<file path="src/common/gpms_params.svh">
`ifndef GPMS_PARAMS_SVH
`define GPMS_PARAMS_SVH

// ==========================================================================
// Register offsets on the management port.
`define GPMS_OFF_LP_NP 5'h08
`define GPMS_OFF_GCTL 5'h09
`define GPMS_OFF_GSTAT 5'h0a

// ==========================================================================
// Control register fields and reset value.
`define GPMS_CTL_TM_HI 15
`define GPMS_CTL_TM_LO 13
`define GPMS_CTL_MAN_EN 12
`define GPMS_CTL_MAN_VAL 11
`define GPMS_CTL_PORT 10
`define GPMS_CTL_FDX 9
`define GPMS_CTL_HDX 8
`define GPMS_CTL_RESET 16'h0300

// ==========================================================================
// Partner next-page fields.
`define GPMS_NP_MORE 15
`define GPMS_NP_ACK 14
`define GPMS_NP_MSG 13
`define GPMS_NP_ACK2 12
`define GPMS_NP_TGL 11

// ==========================================================================
// Status register fields and reset values.
`define GPMS_ST_FAULT 15
`define GPMS_ST_RES 14
`define GPMS_ST_LOC 13
`define GPMS_ST_REM 12
`define GPMS_ST_LPF 11
`define GPMS_ST_LPH 10
`define GPMS_RES_RESET 1'b1
`define GPMS_IDLE_MAX 8'hff

// ==========================================================================
// Role arbitration and test pattern constants.
`define GPMS_MAX_RETRY 3'h7
`define GPMS_SCR_SEED 11'h001
`define GPMS_SYM_PERIOD_NS 4'h8
`define GPMS_CLK_PERIOD_NS 4'h5
`define GPMS_RUN_LEN_LOG2 7

`endif

</file>
<file path="src/common/gpms_pkg.sv">
`include "gpms_params.svh"

package gpms_pkg;

  // ========================================================================
  // Test mode codes, in the order of their field encoding.
  typedef enum logic [2:0] {
    TM_NORMAL, TM_WAVE, TM_JIT_M, TM_JIT_S, TM_DIST, TM_RSV5, TM_RSV6, TM_RSV7
  } gpms_tmode_e;

  typedef logic signed [2:0] gpms_sym_t;

  localparam gpms_sym_t SYM_ZERO = 3'h0;
  localparam gpms_sym_t SYM_P1 = 3'h1;
  localparam gpms_sym_t SYM_P2 = 3'h2;
  localparam gpms_sym_t SYM_M1 = 3'h7;
  localparam gpms_sym_t SYM_M2 = 3'h6;

  // ========================================================================
  // Module state records.
  typedef struct packed {
    logic [15:0] ctl;
    logic [15:0] ctl_lat;
    logic [15:0] np;
    logic np_seen;
    logic tgl_err;
    logic fault;
    logic [7:0] idle;
    logic [15:0] rdata;
  } gpms_top_s;

  typedef struct packed {
    logic [3:0] acc;
    logic [9:0] cnt;
    logic [10:0] scr;
    gpms_sym_t sym;
    logic vld;
    logic active;
    logic master_tm;
  } gpms_pat_s;

  typedef struct packed {
    logic [10:0] seed;
    logic [2:0] retry;
    logic master;
    logic fault;
    logic done;
  } gpms_role_s;

endpackage

</file>
<file path="src/common/gpms_core_if.sv">
`timescale 1ns/1ps

interface gpms_core_if;
  gpms_pkg::gpms_tmode_e test_mode;
  logic test_en;
  gpms_pkg::gpms_sym_t sym;
  logic sym_vld;
  logic active;
  logic master_tm;
  logic resolve_req;
  logic loc_man_en;
  logic loc_man_val;
  logic loc_port;
  logic lp_man_en;
  logic lp_man_val;
  logic lp_port;
  logic [10:0] lp_seed;
  logic master;
  logic fault_evt;
  logic done;

  modport top (
    output test_mode, test_en, resolve_req, loc_man_en, loc_man_val, loc_port,
    output lp_man_en, lp_man_val, lp_port, lp_seed,
    input sym, sym_vld, active, master_tm, master, fault_evt, done
  );
  modport pat (
    input test_mode, test_en,
    output sym, sym_vld, active, master_tm
  );
  modport role (
    input resolve_req, loc_man_en, loc_man_val, loc_port,
    input lp_man_en, lp_man_val, lp_port, lp_seed,
    output master, fault_evt, done
  );
endinterface

</file>
<file path="src/gpms_pattern_gen.sv">
`timescale 1ns/1ps
`include "gpms_params.svh"

module gpms_pattern_gen (
  input wire logic clk_sys,
  input wire logic arst_n,
  gpms_core_if.pat bus
);
  gpms_pkg::gpms_pat_s s_r;
  gpms_pkg::gpms_pat_s s_nxt;
  logic [3:0] acc_sum;
  logic step;
  logic [2:0] seg;
  logic [2:0] xbits;

  // ========================================================================
  // Symbol pacing: average one symbol per symbol period on the faster clock.
  assign acc_sum = s_r.acc + `GPMS_CLK_PERIOD_NS;
  assign step = (acc_sum >= `GPMS_SYM_PERIOD_NS);
  assign seg = s_r.cnt[9:`GPMS_RUN_LEN_LOG2];
  assign xbits = {s_r.scr[2] ^ s_r.scr[6], s_r.scr[1] ^ s_r.scr[4], s_r.scr[0]}; // RULE_14

  always_comb begin
    s_nxt = s_r;
    s_nxt.vld = 1'b0;
    s_nxt.active = bus.test_en;
    s_nxt.master_tm = bus.test_en && (bus.test_mode != gpms_pkg::TM_JIT_S); // RULE_11
    s_nxt.acc = step ? acc_sum - `GPMS_SYM_PERIOD_NS : acc_sum;
    if (!bus.test_en) begin
      s_nxt.cnt = 10'h000;
      s_nxt.scr = `GPMS_SCR_SEED;
      s_nxt.sym = gpms_pkg::SYM_ZERO;
    end else if (step) begin
      s_nxt.vld = 1'b1;
      s_nxt.cnt = s_r.cnt + 10'h001;
      case (bus.test_mode)
        gpms_pkg::TM_WAVE: begin
          if (!seg[2]) begin // RULE_10
            if (s_r.cnt[6:0] != 7'h00) begin
              s_nxt.sym = gpms_pkg::SYM_ZERO;
            end else begin
              case (seg[1:0])
                2'h0: s_nxt.sym = gpms_pkg::SYM_P2;
                2'h1: s_nxt.sym = gpms_pkg::SYM_M2;
                2'h2: s_nxt.sym = gpms_pkg::SYM_P1;
                default: s_nxt.sym = gpms_pkg::SYM_M1;
              endcase
            end
          end else begin
            s_nxt.sym = seg[0] ? gpms_pkg::SYM_M2 : gpms_pkg::SYM_P2; // RULE_10
          end
        end
        gpms_pkg::TM_JIT_M, gpms_pkg::TM_JIT_S: begin
          s_nxt.sym = s_r.cnt[0] ? gpms_pkg::SYM_M2 : gpms_pkg::SYM_P2; // RULE_11
        end
        gpms_pkg::TM_DIST: begin
          s_nxt.scr = {s_r.scr[9:0], s_r.scr[8] ^ s_r.scr[10]}; // RULE_12
          case (xbits) // RULE_13
            3'h0, 3'h4: s_nxt.sym = gpms_pkg::SYM_ZERO;
            3'h1, 3'h5: s_nxt.sym = gpms_pkg::SYM_P1;
            3'h2: s_nxt.sym = gpms_pkg::SYM_P2;
            3'h6: s_nxt.sym = gpms_pkg::SYM_M2;
            default: s_nxt.sym = gpms_pkg::SYM_M1;
          endcase
        end
        default: s_nxt.sym = gpms_pkg::SYM_ZERO;
      endcase
    end
  end

  always_ff @(posedge clk_sys or negedge arst_n) begin
    if (!arst_n) begin
      s_r <= '0;
      s_r.scr <= `GPMS_SCR_SEED;
    end else begin
      s_r <= s_nxt;
    end
  end

  assign bus.sym = s_r.sym;
  assign bus.sym_vld = s_r.vld;
  assign bus.active = s_r.active;
  assign bus.master_tm = s_r.master_tm;
endmodule

</file>
<file path="src/gpms_role_resolve.sv">
`timescale 1ns/1ps
`include "gpms_params.svh"

module gpms_role_resolve (
  input wire logic clk_sys,
  input wire logic arst_n,
  gpms_core_if.role bus
);
  gpms_pkg::gpms_role_s s_r;
  gpms_pkg::gpms_role_s s_nxt;

  // ========================================================================
  // Role decision, taken each time a resolution attempt is requested.
  always_comb begin
    s_nxt = s_r;
    s_nxt.seed = s_r.seed + 11'h001;
    s_nxt.fault = 1'b0;
    s_nxt.done = 1'b0;
    if (bus.resolve_req) begin
      if (bus.loc_man_en && bus.lp_man_en && bus.loc_man_val == bus.lp_man_val) begin
        s_nxt.fault = 1'b1; // RULE_15
        s_nxt.retry = 3'h0;
      end else if (bus.loc_man_en) begin
        s_nxt.master = bus.loc_man_val; // RULE_06
        s_nxt.done = 1'b1;
      end else if (bus.lp_man_en) begin
        s_nxt.master = !bus.lp_man_val; // RULE_05
        s_nxt.done = 1'b1;
      end else if (bus.loc_port != bus.lp_port) begin
        s_nxt.master = bus.loc_port; // RULE_07
        s_nxt.done = 1'b1;
      end else if (s_r.seed != bus.lp_seed) begin
        s_nxt.master = (s_r.seed > bus.lp_seed); // RULE_05
        s_nxt.done = 1'b1;
      end else if (s_r.retry == `GPMS_MAX_RETRY - 3'h1) begin
        s_nxt.fault = 1'b1; // RULE_15
        s_nxt.retry = 3'h0;
      end else begin
        s_nxt.retry = s_r.retry + 3'h1;
      end
      if (s_nxt.done) begin
        s_nxt.retry = 3'h0;
      end
    end
  end

  always_ff @(posedge clk_sys or negedge arst_n) begin
    if (!arst_n) begin
      s_r <= '0;
      s_r.master <= `GPMS_RES_RESET;
    end else begin
      s_r <= s_nxt;
    end
  end

  assign bus.master = s_r.master;
  assign bus.fault_evt = s_r.fault;
  assign bus.done = s_r.done;
endmodule

</file>
<file path="src/gpms_top.sv">
`timescale 1ns/1ps
`include "gpms_params.svh"

// What this block does
// [RULE_01] Partner next-page fields are reported read-only at their bit positions.
// [RULE_02] Partner toggle must invert each page; a repeat is flagged.
// [RULE_03] Test mode field acts only at gigabit speed.
// [RULE_04] Codes 0 to 4 are normal and test modes; 5 to 7 reserved.
// [RULE_05] Manual enable clear uses arbitration; set fixes role from the value bit.
// [RULE_06] Value bit ignored unless enabled; 1 forces master, 0 slave.
// [RULE_07] Port type set prefers master; unequal preference makes the side with port type set master.
// [RULE_08] Gigabit ability bits reset to 1; changes act only after renegotiation.
// [RULE_09] Control register is sampled only on entry to ability detect.
// [RULE_10] Test mode one: four pulses with zeros, then four 128-symbol runs.
// [RULE_11] Test modes two and three send +2,-2; master and slave timing.
// [RULE_12] Test mode four: 11-bit scrambler, new bit is bit 8 xor 10.
// [RULE_13] Test mode four maps derived bits to quinary symbols by table.
// [RULE_14] Derived bits are x0=s0, x1=s1^s4, x2=s2^s6.
// [RULE_15] Fault sets on equal forced roles or seven unresolved retries.
// [RULE_16] Fault flag stays latched until the status register is read.
// [RULE_17] Resolution bit resets to 1, 1 means master, changes on resolution.
// [RULE_18] Status bits 13 and 12 mirror local and remote receiver state.
// [RULE_19] Status bits 11 and 10 show partner gigabit full and half duplex.
// [RULE_20] Idle error count clears on read, saturates, counts only at gigabit.
// [RULE_21] Software trusts the next-page register only while page received is set.

module gpms_top (
  input wire logic clk_sys,
  input wire logic arst_n,
  input wire logic [4:0] reg_addr,
  input wire logic reg_wr,
  input wire logic reg_rd,
  input wire logic [15:0] reg_wdata,
  output logic [15:0] reg_rdata,
  input wire logic speed_gig,
  input wire logic an_ability_detect_enter,
  input wire logic ms_resolve_req,
  input wire logic lp_ms_manual_en,
  input wire logic lp_ms_manual_val,
  input wire logic lp_port_type,
  input wire logic [10:0] lp_seed,
  input wire logic lp_np_strobe,
  input wire logic [15:0] lp_np_word,
  input wire logic lp_gig_fdx,
  input wire logic lp_gig_hdx,
  input wire logic loc_rcvr_ok,
  input wire logic rem_rcvr_ok,
  input wire logic idle_err,
  output logic adv_gig_fdx,
  output logic adv_gig_hdx,
  output logic role_master,
  output logic role_done,
  output logic lp_toggle_err,
  output logic [2:0] tx_sym,
  output logic tx_sym_vld,
  output logic tx_test_active,
  output logic tx_master_timing
);
  gpms_pkg::gpms_top_s s_r;
  gpms_pkg::gpms_top_s s_nxt;
  gpms_core_if core ();
  logic rd_stat;
  logic idle_evt;
  logic [15:0] stat_word;

  gpms_pattern_gen u_pat (
    .clk_sys(clk_sys),
    .arst_n(arst_n),
    .bus(core.pat)
  );

  gpms_role_resolve u_role (
    .clk_sys(clk_sys),
    .arst_n(arst_n),
    .bus(core.role)
  );

  // ========================================================================
  // Configuration: local settings from the latched control copy, partner settings and resolve request from the inputs.
  assign core.test_mode = gpms_pkg::gpms_tmode_e'(s_r.ctl_lat[`GPMS_CTL_TM_HI:`GPMS_CTL_TM_LO]);
  assign core.test_en = speed_gig && (core.test_mode != gpms_pkg::TM_NORMAL) && // RULE_03
    (core.test_mode <= gpms_pkg::TM_DIST); // RULE_04
  assign core.resolve_req = ms_resolve_req;
  assign core.loc_man_en = s_r.ctl_lat[`GPMS_CTL_MAN_EN]; // RULE_09
  assign core.loc_man_val = s_r.ctl_lat[`GPMS_CTL_MAN_VAL];
  assign core.loc_port = s_r.ctl_lat[`GPMS_CTL_PORT];
  assign core.lp_man_en = lp_ms_manual_en;
  assign core.lp_man_val = lp_ms_manual_val;
  assign core.lp_port = lp_port_type;
  assign core.lp_seed = lp_seed;

  // ========================================================================
  // Register access and status tracking.
  assign rd_stat = reg_rd && (reg_addr == `GPMS_OFF_GSTAT);
  assign idle_evt = idle_err && speed_gig; // RULE_20

  always_comb begin
    stat_word = 16'h0000;
    stat_word[`GPMS_ST_FAULT] = s_r.fault;
    stat_word[`GPMS_ST_RES] = core.master; // RULE_17
    stat_word[`GPMS_ST_LOC] = loc_rcvr_ok; // RULE_18
    stat_word[`GPMS_ST_REM] = rem_rcvr_ok; // RULE_18
    stat_word[`GPMS_ST_LPF] = lp_gig_fdx; // RULE_19
    stat_word[`GPMS_ST_LPH] = lp_gig_hdx; // RULE_19
    stat_word[7:0] = s_r.idle;
  end

  always_comb begin
    s_nxt = s_r;
    if (reg_wr && reg_addr == `GPMS_OFF_GCTL) begin
      s_nxt.ctl = reg_wdata;
    end
    if (an_ability_detect_enter) begin
      s_nxt.ctl_lat = s_r.ctl; // RULE_09
      s_nxt.np_seen = 1'b0;
    end
    if (lp_np_strobe) begin
      s_nxt.np = lp_np_word; // RULE_01
      s_nxt.np_seen = 1'b1;
      s_nxt.tgl_err = s_r.np_seen && (lp_np_word[`GPMS_NP_TGL] == s_r.np[`GPMS_NP_TGL]); // RULE_02
    end
    if (core.fault_evt) begin
      s_nxt.fault = 1'b1; // RULE_15
    end else if (rd_stat) begin
      s_nxt.fault = 1'b0; // RULE_16
    end
    if (rd_stat) begin
      s_nxt.idle = idle_evt ? 8'h01 : 8'h00; // RULE_20
    end else if (idle_evt && s_r.idle != `GPMS_IDLE_MAX) begin
      s_nxt.idle = s_r.idle + 8'h01; // RULE_20
    end
    if (reg_rd) begin
      if (reg_addr == `GPMS_OFF_LP_NP) begin
        s_nxt.rdata = s_r.np; // RULE_01
      end else if (reg_addr == `GPMS_OFF_GCTL) begin
        s_nxt.rdata = s_r.ctl;
      end else if (reg_addr == `GPMS_OFF_GSTAT) begin
        s_nxt.rdata = stat_word;
      end else begin
        s_nxt.rdata = 16'h0000;
      end
    end
  end

  always_ff @(posedge clk_sys or negedge arst_n) begin
    if (!arst_n) begin
      s_r <= '0;
      s_r.ctl <= `GPMS_CTL_RESET; // RULE_08
      s_r.ctl_lat <= `GPMS_CTL_RESET;
    end else begin
      s_r <= s_nxt;
    end
  end

  assign reg_rdata = s_r.rdata;
  assign adv_gig_fdx = s_r.ctl_lat[`GPMS_CTL_FDX]; // RULE_08
  assign adv_gig_hdx = s_r.ctl_lat[`GPMS_CTL_HDX]; // RULE_08
  assign role_master = core.master;
  assign role_done = core.done;
  assign lp_toggle_err = s_r.tgl_err;
  assign tx_sym = core.sym;
  assign tx_sym_vld = core.sym_vld;
  assign tx_test_active = core.active;
  assign tx_master_timing = core.master_tm;
endmodule

</file>
<file path="config.mk">
export PLATFORM = sky130hd
export DESIGN_NAME = gpms_top
export DESIGN_NICKNAME = d
export VERILOG_FILES = /design/src/common/gpms_pkg.sv /design/src/common/gpms_core_if.sv /design/src/gpms_pattern_gen.sv /design/src/gpms_role_resolve.sv /design/src/gpms_top.sv
export VERILOG_INCLUDE_DIRS = /design/src /design/src/common
export SDC_FILE = /design/constraint.sdc
export NUM_CORES = 1
export LEC_CHECK = 0
export BUFFER_PORTS_ARGS = -buffer_cell sky130_fd_sc_hd__buf_4
export CORE_ASPECT_RATIO = 1.25
export CORE_MARGIN = 1
export CORE_UTILIZATION = 50
export CTS_BUF_LIST = sky130_fd_sc_hd__clkbuf_16
export DETAILED_ROUTE_END_ITERATION = 8
export PLACE_DENSITY_LB_ADDON = 0.08
export SLEW_MARGIN = 20
export SYNTH_ARGS = -nofsm -noshare
export SYNTH_HDL_FRONTEND = slang
export SYNTH_HIERARCHICAL = 1
export SYNTH_SLANG_ARGS = --single-unit
export TNS_END_PERCENT = 30
</file>
<file path="constraint.sdc">
create_clock -name clk_sys -period 2.3 [get_ports clk_sys]
set_clock_uncertainty 0.1 [all_clocks]
set_input_delay 0.23 -clock clk_sys [delete_from_list [all_inputs] [get_ports clk_sys]]
set_output_delay 0.23 -clock clk_sys [all_outputs]
set_load 0.05 [all_outputs]
</file>
==> impl_metrics.ini, run 1 <==
[sta]
slew_viol_final = 0
tns_ps = 0
timing.final.ws_setup_ps = 301
slew_headroom = 0.568
setup_viol = 0
finalCriticalPeriod_ps = 2000
fmaxAchievable_mhz = 500
timing_hold_violations_final = 0
finalCritPeriodShare = 0.869
tightest_slew_ps = 644
rsz0062_at_grt = false

[global_routing]
grt_max_degree = 40
grt_pass1_wl_um = 20600
antenna_found_initial = 0
grt_pass1_vias = 4281
grt_usage = 0.224
grt-ovfl-total = 0

[pwr]
p_leak_nw = 3.32
p_total_mw = 5.99
p_per_area_nw_per_um2 = 822
ir_drop_mv = 0.424

[setup_path]
r2r_setup_slack_ps = 300
worstPathArrival_ps = 2230
startpoint_type = flop
critPathMostFrequentCell = nand4_1
cp_cell_sequence = ha_1, nand4_1, nor3_2, and4_1, nand4_1, a21boi_1
crit_buf_inv = 0
crit_start = u_role/s_r[11]
path_class = reg2reg
cp_top_family = simple AND/OR/NAND/NOR gates
critPathSlowestCell = dfrtp_1
cp_max_fo = 8
worstReg2RegStart = u_role/s_r[11]
end_kind = flop
crit_required_ps = 2530
max_stage_delay_ps = 420

[floorplan]
ioPinCount = 91
die_h_um = 121
start_util = 0.514
coreArea_um2 = 11100
die_w_um = 97.5
dieArea_um2 = 11800
fp-row-count = 43

[routing]
num_vias = 4326
first_pass_iters = 5
initialDrtViolationCount = 175
via_per_inst = 5.55
drc = 0
drt-total-wl_um = 12800
ant_nets = 0
routedWlPerCell_um = 16.4

[layout]
areaGrowthSynthToFinish_pct = 28.1
design_area_um2 = 7300
multi_input_area_um2 = 2380
drive_gt1_frac = 0.270
seq_area_um2 = 2890
finalNetCount = 713
diodes = 0
fillers = 881

[place]
gp_congestion = 0.848
portBuffers = 90
hpwl_um = 9130
place_ws_ps = 336
placed_cell_area_um2 = 6360

[synthesis]
synth_nets = 604
synth_edf_count = 0
synth.area.top_cells = dfrtp_1 (48%), mux2_2 (6.3%), ha_1 (3.5%)
netlist_area_um2 = 5700
yosysUniqueCellTypes = 60
synth_top_area_cell = dfrtp_1
synthFlopType = dfrtp_1
yosys_register_bits = 115
syn-instance-count = 524
synth-async-reset-ratio = 1.00
synth.avg_cell_area_um2 = 10.9
synth_top_area_frac = 0.479
yosysSeqAreaShare = 0.507
yosysWarnings = 6

[clock_network]
cts_buffers = 17
cts_sinks = 115
cts-resized-gates = 0
clock_latency_ps = 410
htreeDepth = 4
root_buffer = clkbuf_16
post_cts_buffers = 0
tritoncts = done
clk_pin_slew_worst_paths_ps = 60
cts_max_path_buffers = 2

[flow_run]
maxCapViolations = 0

[outcome]
status = finished clean

[hold_path]
hp-class = in2reg
worstHoldStart = idle_err
-- routing by layer --
layer  track usage  vias up  wire length [µm]  part of all wire
met4        0.0965        0               233             0.018
met1         0.270     2127              5570              0.44
met5             0        -                 0                 0
li1              -     2077                 -                 -
met3        0.0553       17               538             0.042
met2         0.381      105              6440              0.50
-- cells in the mapped netlist, types with 2 or more instances --
| library cell | number |
|---|---|
| nor4_1 | 3 |
| xor2_1 | 2 |
| buf_4 | 20 |
| a22o_1 | 10 |
| ha_1 | 16 |
| and2_1 | 2 |
| dfstp_2 | 6 |
| nand2_1 | 23 |
| a211oi_1 | 2 |
| o22ai_1 | 14 |
| nor2b_1 | 3 |
| mux2i_1 | 4 |
| inv_1 | 43 |
| a21o_1 | 2 |
| nand4_1 | 9 |
| xnor2_1 | 16 |
| and4_1 | 4 |
| or4_1 | 3 |
| clkbuf_1 | 14 |
| buf_2 | 4 |
| or3_1 | 5 |
| o21ai_0 | 29 |
| nor2_1 | 11 |
| mux2_2 | 32 |
| and3_1 | 6 |
| a32oi_1 | 13 |
| nor3b_1 | 2 |
| a31oi_1 | 3 |
| dfrtp_1 | 109 |
| nand2b_1 | 18 |
| o211ai_1 | 4 |
| o21bai_1 | 2 |
| mux2_1 | 10 |
| nor3_2 | 2 |
| nand3_1 | 21 |
| a211o_1 | 2 |
| a21oi_1 | 21 |
| nor3_1 | 6 |
| o31ai_1 | 4 |
| buf_6 | 4 |
-- placed cells by master, fill, tap and decap left out, types with 16 or more instances in the layout --
master,instances
dfrtp_1,109
buf_4,97
inv_1,44
dlygate4sd3_1,34
mux2_2,32
o21ai_0,29
nand2_1,23
a21oi_1,21
nand3_1,21
nand2b_1,18
clkbuf_16,17
xnor2_1,16
ha_1,16
-- sequential cells by signal, indices dropped and copies added (netlist names), 3 cells and up --
name,flops
core.test_mode,3
reg_rdata,16
s_r,42
u_pat/bus.sym,3
u_role/s_r,14
u_pat/s_r,25
-- worst paths after layout --
check	to	depth (start not counted)
worst max register to register	u_role/bus.fault_evt	6
min in group asynchronous	u_role/s_r[10]	2
worst min-delay path	s_r[18]	3
max in group asynchronous	u_role/bus.master	3
worst max-delay path	u_role/bus.fault_evt	6
worst min register to register	s_r[24]	1
-- kinds of logic (layout without fill, tap and decap cells) --
kind of cell | after synthesis | in the layout | share of synthesized area
AND/OR/NAND/NOR | 125 | 125 | 0.127
AO/OA/AOI/OAI | 117 | 117 | 0.137
flip-flops | 115 | 115 | 0.507
buffers and inverters | 86 | 207 | 0.0760
multiplexers | 46 | 46 | 0.0901
XOR/XNOR | 18 | 18 | 0.0277
adder cells (fa/ha/maj) | 16 | 16 | 0.0351
other | 1 | 1 | 0.000658
-- worst min-delay path, cell delays in order --
cell and delay (ps):
buf_4 100, a31oi_1 70, nor3_1 120
-- power breakdown --
| group | switching [mW] | internal (mW) |
|---|---|---|
| clock | 0.868 | 1.78 |
| sequential | 0.183 | 2.25 |
| combinational | 0.494 | 0.425 |
| total | 1.55 | 4.45 |
-- area by class of cell --
| cell class | instances | share of cell area |
|---|---|---|
| well taps | 135 | 0.0231 |
| inverters | 43 | 0.0221 |
| multi-input cells | 323 | 0.326 |
| clock buffers | 17 | 0.0583 |
| flip-flops and latches | 115 | 0.395 |
| repair buffers | 133 | 0.152 |
| clock inverters | 14 | 0.0233 |
-- metrics by stage --
step | hold slack (ps) | utilization | std cells
floorplan | -166 | - | 524
global placement | 118 | 0.574 | 715
detailed placement | 117 | 0.574 | 715
CTS | 57.4 | 0.658 | 780
finish | 72.9 | 0.658 | 780
global route | 92.4 | 0.658 | 780
-- what timing repair did --
item	CTS	global route
hold endpoints to repair	61	0
endpoints found under the setup margin	0	0
hold buffers	34	0
Power figures use the tool's default switching activity.
==> run 2: changes to the inputs <==
--- a/config.mk
+++ b/config.mk
@@ -7,11 +7,12 @@
 export NUM_CORES = 1
 export LEC_CHECK = 0
 export BUFFER_PORTS_ARGS = -buffer_cell sky130_fd_sc_hd__buf_4
-export CORE_ASPECT_RATIO = 1.25
 export CORE_MARGIN = 1
 export CORE_UTILIZATION = 50
 export CTS_BUF_LIST = sky130_fd_sc_hd__clkbuf_16
 export DETAILED_ROUTE_END_ITERATION = 8
+export GPL_TIMING_DRIVEN = 0
+export MAX_ROUTING_LAYER = met4
 export PLACE_DENSITY_LB_ADDON = 0.08
 export SLEW_MARGIN = 20
 export SYNTH_ARGS = -nofsm -noshare
==> impl_metrics.ini, run 2 (synthesis results as in run 1) <==
[clock_network]
clock_latency_ps = 410
cts_max_path_buffers = 2
cts_buffers = 17
tritoncts = done
htreeDepth = 4
clk_pin_slew_worst_paths_ps = 50
root_buffer = clkbuf_16
cts_sinks = 115

[layout]
diodes = 0
drive_gt1_frac = 0.271
layout_common_cells = dfrtp_1 (109), buf_4 (105), inv_1 (48), dlygate4sd3_1 (33), mux2_2 (32)
finalNetCount = 743
areaGrowthSynthToFinish_pct = 29.7
regMostFlops = s_r
largest_reg_flops = 42
layout_commonest_cell = dfrtp_1

[hold_path]
hold_depth = 3
worstHoldStart = reg_rd
hp-class = in2reg
hold_end = reg_rdata[15]

[routing]
ant_nets = 0
num_vias = 4456
via_per_inst = 5.46
first_pass_iters = 4
drt-total-wl_um = 12800
initialDrtViolationCount = 231
routedWlPerCell_um = 15.6
drc = 0

[pwr]
switching_share = 0.272
power.share.clock = 0.403
ir_drop_mv = 0.709
p_int_mw = 4.11
p_leak_nw = 3.40
seqPwrFrac = 0.431
power_frac_comb = 0.166
switchingPower_mw = 1.53
p_total_mw = 5.64
p_per_area_nw_per_um2 = 764

[setup_path]
crit_required_ps = 2490
r2r_setup_slack_ps = 200
worstReg2RegStart = core.test_mode[1]
end_kind = flop
r2r_end = u_pat/s_r[11]
path_class = reg2reg
worstPathArrival_ps = 2290
reg2reg_depth = 6
cp_max_fo = 10
startpoint_type = flop

[sta]
rsz0062_at_grt = false
slew_headroom = 0.575
fmaxAchievable_mhz = 477
slew_viol_final = 0
setup_viol = 0
finalCritPeriodShare = 0.912
tightest_slew_ps = 637
timing_hold_violations_final = 0
tns_ps = 0
finalCriticalPeriod_ps = 2100

[global_routing]
grt-ovfl-total = 0
use_met3 = 0.0652
grt_pass1_vias = 4422
use_met1 = 0.293
busiest_layer = met2
grt_pass1_wl_um = 20800
use_met2 = 0.396
antenna_found_initial = 0
grt_max_degree = 73
grt_usage = 0.244

[floorplan]
dieArea_um2 = 11800
die_w_um = 109
die_h_um = 109
start_util = 0.519
coreArea_um2 = 11000
fp-row-count = 38
ioPinCount = 91

[flow_run]
maxCapViolations = 0

[place]
gp_congestion = 0.818
hpwl_um = 9050
portBuffers = 86

[outcome]
status = finished clean
run 2: cell types whose count changed in the layout (fill, tap and decap cells not counted), moves of 2 or more:
| cell | change |
|---|---|
| bufinv_16 | -3 |
| clkinv_1 | +4 |
| buf_6 | +5 |
| buf_2 | +4 |
| buf_4 | +8 |
| clkbuf_1 | +14 |
| inv_1 | +4 |
| clkinv_2 | -2 |
| buf_12 | -2 |
| clkinvlp_4 | -2 |
run 2: layout make-up:
cell class,count,area (µm²)
inverters,43,161
repair buffers,120,1010
clock inverters,15,85.1
plain buffers,43,272
well taps,140,175
flip-flops and latches,115,2890
multi-input cells,323,2380
fillers,898,3590
clock buffers,17,425
run 2: worst max-delay path: stages (launching register included):
cell and delay, ps:
dfrtp_1 470, or3_1 390, and3_1 200, clkbuf_1 240, o21a_1 200, buf_6 140, a22o_1 230
run 2: metal layers:
| metal | vias up | part of all wire |
|---|---|---|
| met1 | 2190 | 0.44 |
| met5 | - | 0 |
| met3 | 23 | 0.035 |
| met2 | 108 | 0.51 |
| li1 | 2135 | - |
| met4 | 0 | 0.017 |
run 2: power by group through the flow:
stage               Clock (mW)  Combinational [mW]  Sequential (mW)
floorplan                    0               0.508             2.50
global placement             0               0.866             2.45
detailed placement           0               0.893             2.46
CTS                       2.31               0.943             2.43
global route              2.42                1.03             2.47
finish                    2.27               0.937             2.43
run 2: worst max-delay path by stage:
stage	startpoint	slack (ps)	to	depth (start not counted)
2_1_floorplan	core.test_mode[1]	440	u_pat/s_r[7]	6
3_3_place_gp	core.test_mode[1]	240	u_pat/s_r[9]	6
3_5_place_dp	core.test_mode[1]	210	u_pat/s_r[7]	6
4_1_cts	core.test_mode[1]	200	u_pat/s_r[14]	6
5_1_grt	core.test_mode[1]	60	u_pat/bus.sym[1]	6
6_report	core.test_mode[1]	200	u_pat/s_r[11]	6
run 2: metrics by stage:
stage               area (µm²)  hold WS, ps   util  setup WS [ps]  cells
global route              7390         34.4  0.673           60.4    816
detailed placement        6550         78.9  0.596            207    751
CTS                       7390         26.1  0.673            202    816
finish                    7390         40.5  0.673            203    816
floorplan                 5700         -166      -            443    524
global placement          6520          348  0.593            237    750
run 2: repair_timing:
item	4_1_cts	5_1_grt
buffers inserted	0	0
resized for setup	0	0
hold endpoints to repair	75	0
hold buffers	33	0
==> run 3: changes to the inputs <==
--- a/config.mk
+++ b/config.mk
@@ -7,6 +7,7 @@
 export NUM_CORES = 1
 export LEC_CHECK = 0
 export BUFFER_PORTS_ARGS = -buffer_cell sky130_fd_sc_hd__buf_4
+export CORE_ASPECT_RATIO = 1.1
 export CORE_MARGIN = 1
 export CORE_UTILIZATION = 50
 export CTS_BUF_LIST = sky130_fd_sc_hd__clkbuf_16
==> impl_metrics.ini, run 3 (synthesis results as in run 1) <==
[floorplan]
fp-row-count = 40
dieArea_um2 = 11800
start_util = 0.517
die_h_um = 114
ioPinCount = 91
coreArea_um2 = 11000
die_w_um = 104

[routing]
ant_nets = 0
num_vias = 4462
first_pass_iters = 6
initialDrtViolationCount = 300
drt-total-wl_um = 13000
via_per_inst = 5.42
drc = 0
routedWlPerCell_um = 15.8

[setup_path]
worstReg2RegStart = core.test_mode[1]
max_stage_delay_ps = 460
path_class = reg2reg
critPathSlowestCell = dfrtp_1
worstPathArrival_ps = 2280
reg2reg_depth = 6
cp_top_family = simple AND/OR/NAND/NOR gates
r2r_end = u_pat/s_r[14]
end_kind = flop
startpoint_type = flop
cp_max_fo = 10
cp.depth = 6
cp_cell_sequence = or3_1, and3_1, clkbuf_1, o21a_1, buf_6, a22o_1
r2r_setup_slack_ps = 210
crit_buf_inv = 2
crit_required_ps = 2480

[hold_path]
worstHoldStart = reg_rd
hp-class = in2reg
hold_end = reg_rdata[0]
hold_depth = 3

[sta]
fmaxAchievable_mhz = 478
tightest_slew_ps = 636
finalCriticalPeriod_ps = 2090
tns_ps = 0
timing_hold_violations_final = 0
setup_viol = 0
finalCritPeriodShare = 0.910
slew_headroom = 0.575
rsz0062_at_grt = false
slew_viol_final = 0

[global_routing]
grt-ovfl-total = 0
antenna_found_initial = 0
grt_pass1_vias = 4499
grt_usage = 0.245
grt_max_degree = 60
grt_pass1_wl_um = 21700

[clock_network]
post_cts_buffers = 0
htreeDepth = 4
root_buffer = clkbuf_16
cts_max_path_buffers = 2
cts_buffers = 17
tritoncts = done
clock_latency_ps = 400
cts_sinks = 115
clk_pin_slew_worst_paths_ps = 50

[layout]
layout_common_cells = dfrtp_1 (109), buf_4 (105), inv_1 (49), dlygate4sd3_1 (33), mux2_2 (32)
drive_gt1_frac = 0.272
regMostFlops = s_r
layout_commonest_cell = dfrtp_1
finalNetCount = 743
largest_reg_flops = 42
areaGrowthSynthToFinish_pct = 29.9
diodes = 0
design_area_um2 = 7400

[place]
portBuffers = 86
placed_cell_area_um2 = 6560
hpwl_um = 9140
gp_congestion = 0.839

[outcome]
status = finished clean

[pwr]
ir_drop_mv = 0.560
p_per_area_nw_per_um2 = 760
p_leak_nw = 3.41

[flow_run]
maxCapViolations = 0
-- run 3: final cells by class --
type	instances	area, µm²
clock inverter	15	86.3
timing repair buffer	120	1010
clock buffer	17	425
buffer	43	272
sequential	115	2890
fill	867	3610
multi-input combinational	323	2380
tap	147	184
inverter	43	161
-- run 3: worst register-to-register path: cells and delay by family, from the launching register on --
kind            cells  cell delay (ps)
buf+inv             2              390
flops               1              460
simple gates        2              590
compound gates      2              440
-- run 3: worst max-delay path by stage --
stage	startpoint	end	slack [ps]
2_1_floorplan	core.test_mode[1]	u_pat/s_r[7]	440
3_3_place_gp	core.test_mode[1]	u_pat/s_r[9]	250
3_5_place_dp	reg_addr[1]	s_r[60]	190
4_1_cts	core.test_mode[1]	u_pat/s_r[14]	220
5_1_grt	core.test_mode[1]	u_pat/s_r[14]	110
6_report	core.test_mode[1]	u_pat/s_r[14]	210
-- run 3: metrics by stage --
stage	cells	power (mW)	setup WS (ps)	utilization	hold slack, ps
CTS	823	5.68	223	0.672	18.5
global placement	757	3.31	254	0.593	326
global route	823	5.89	105	0.672	25.7
finish	823	5.62	208	0.672	38.5
detailed placement	758	3.35	192	0.595	131
floorplan	524	3.00	443	-	-166
-- run 3: what timing repair did --
| item | CTS | global route |
|---|---|---|
| resized for setup | 0 | 0 |
| hold endpoints to repair | 83 | 0 |
| hold buffers | 33 | 0 |
-- run 3: where the power goes --
group          internal [mW]  total (mW)  switching, mW
sequential              2.25        2.42          0.177
combinational          0.438       0.939          0.501
clock                   1.43        2.26          0.829
-- run 3: layer usage --
layer  vias to the layer above  share of wire  routed length, µm  GRT usage
met5                         -              0                  0          -
met4                         0          0.020                259     0.0857
met3                        21          0.050                647     0.0646
met2                       130           0.48               6260      0.389
met1                      2170           0.45               5790      0.304
li1                       2141              -                  -          -
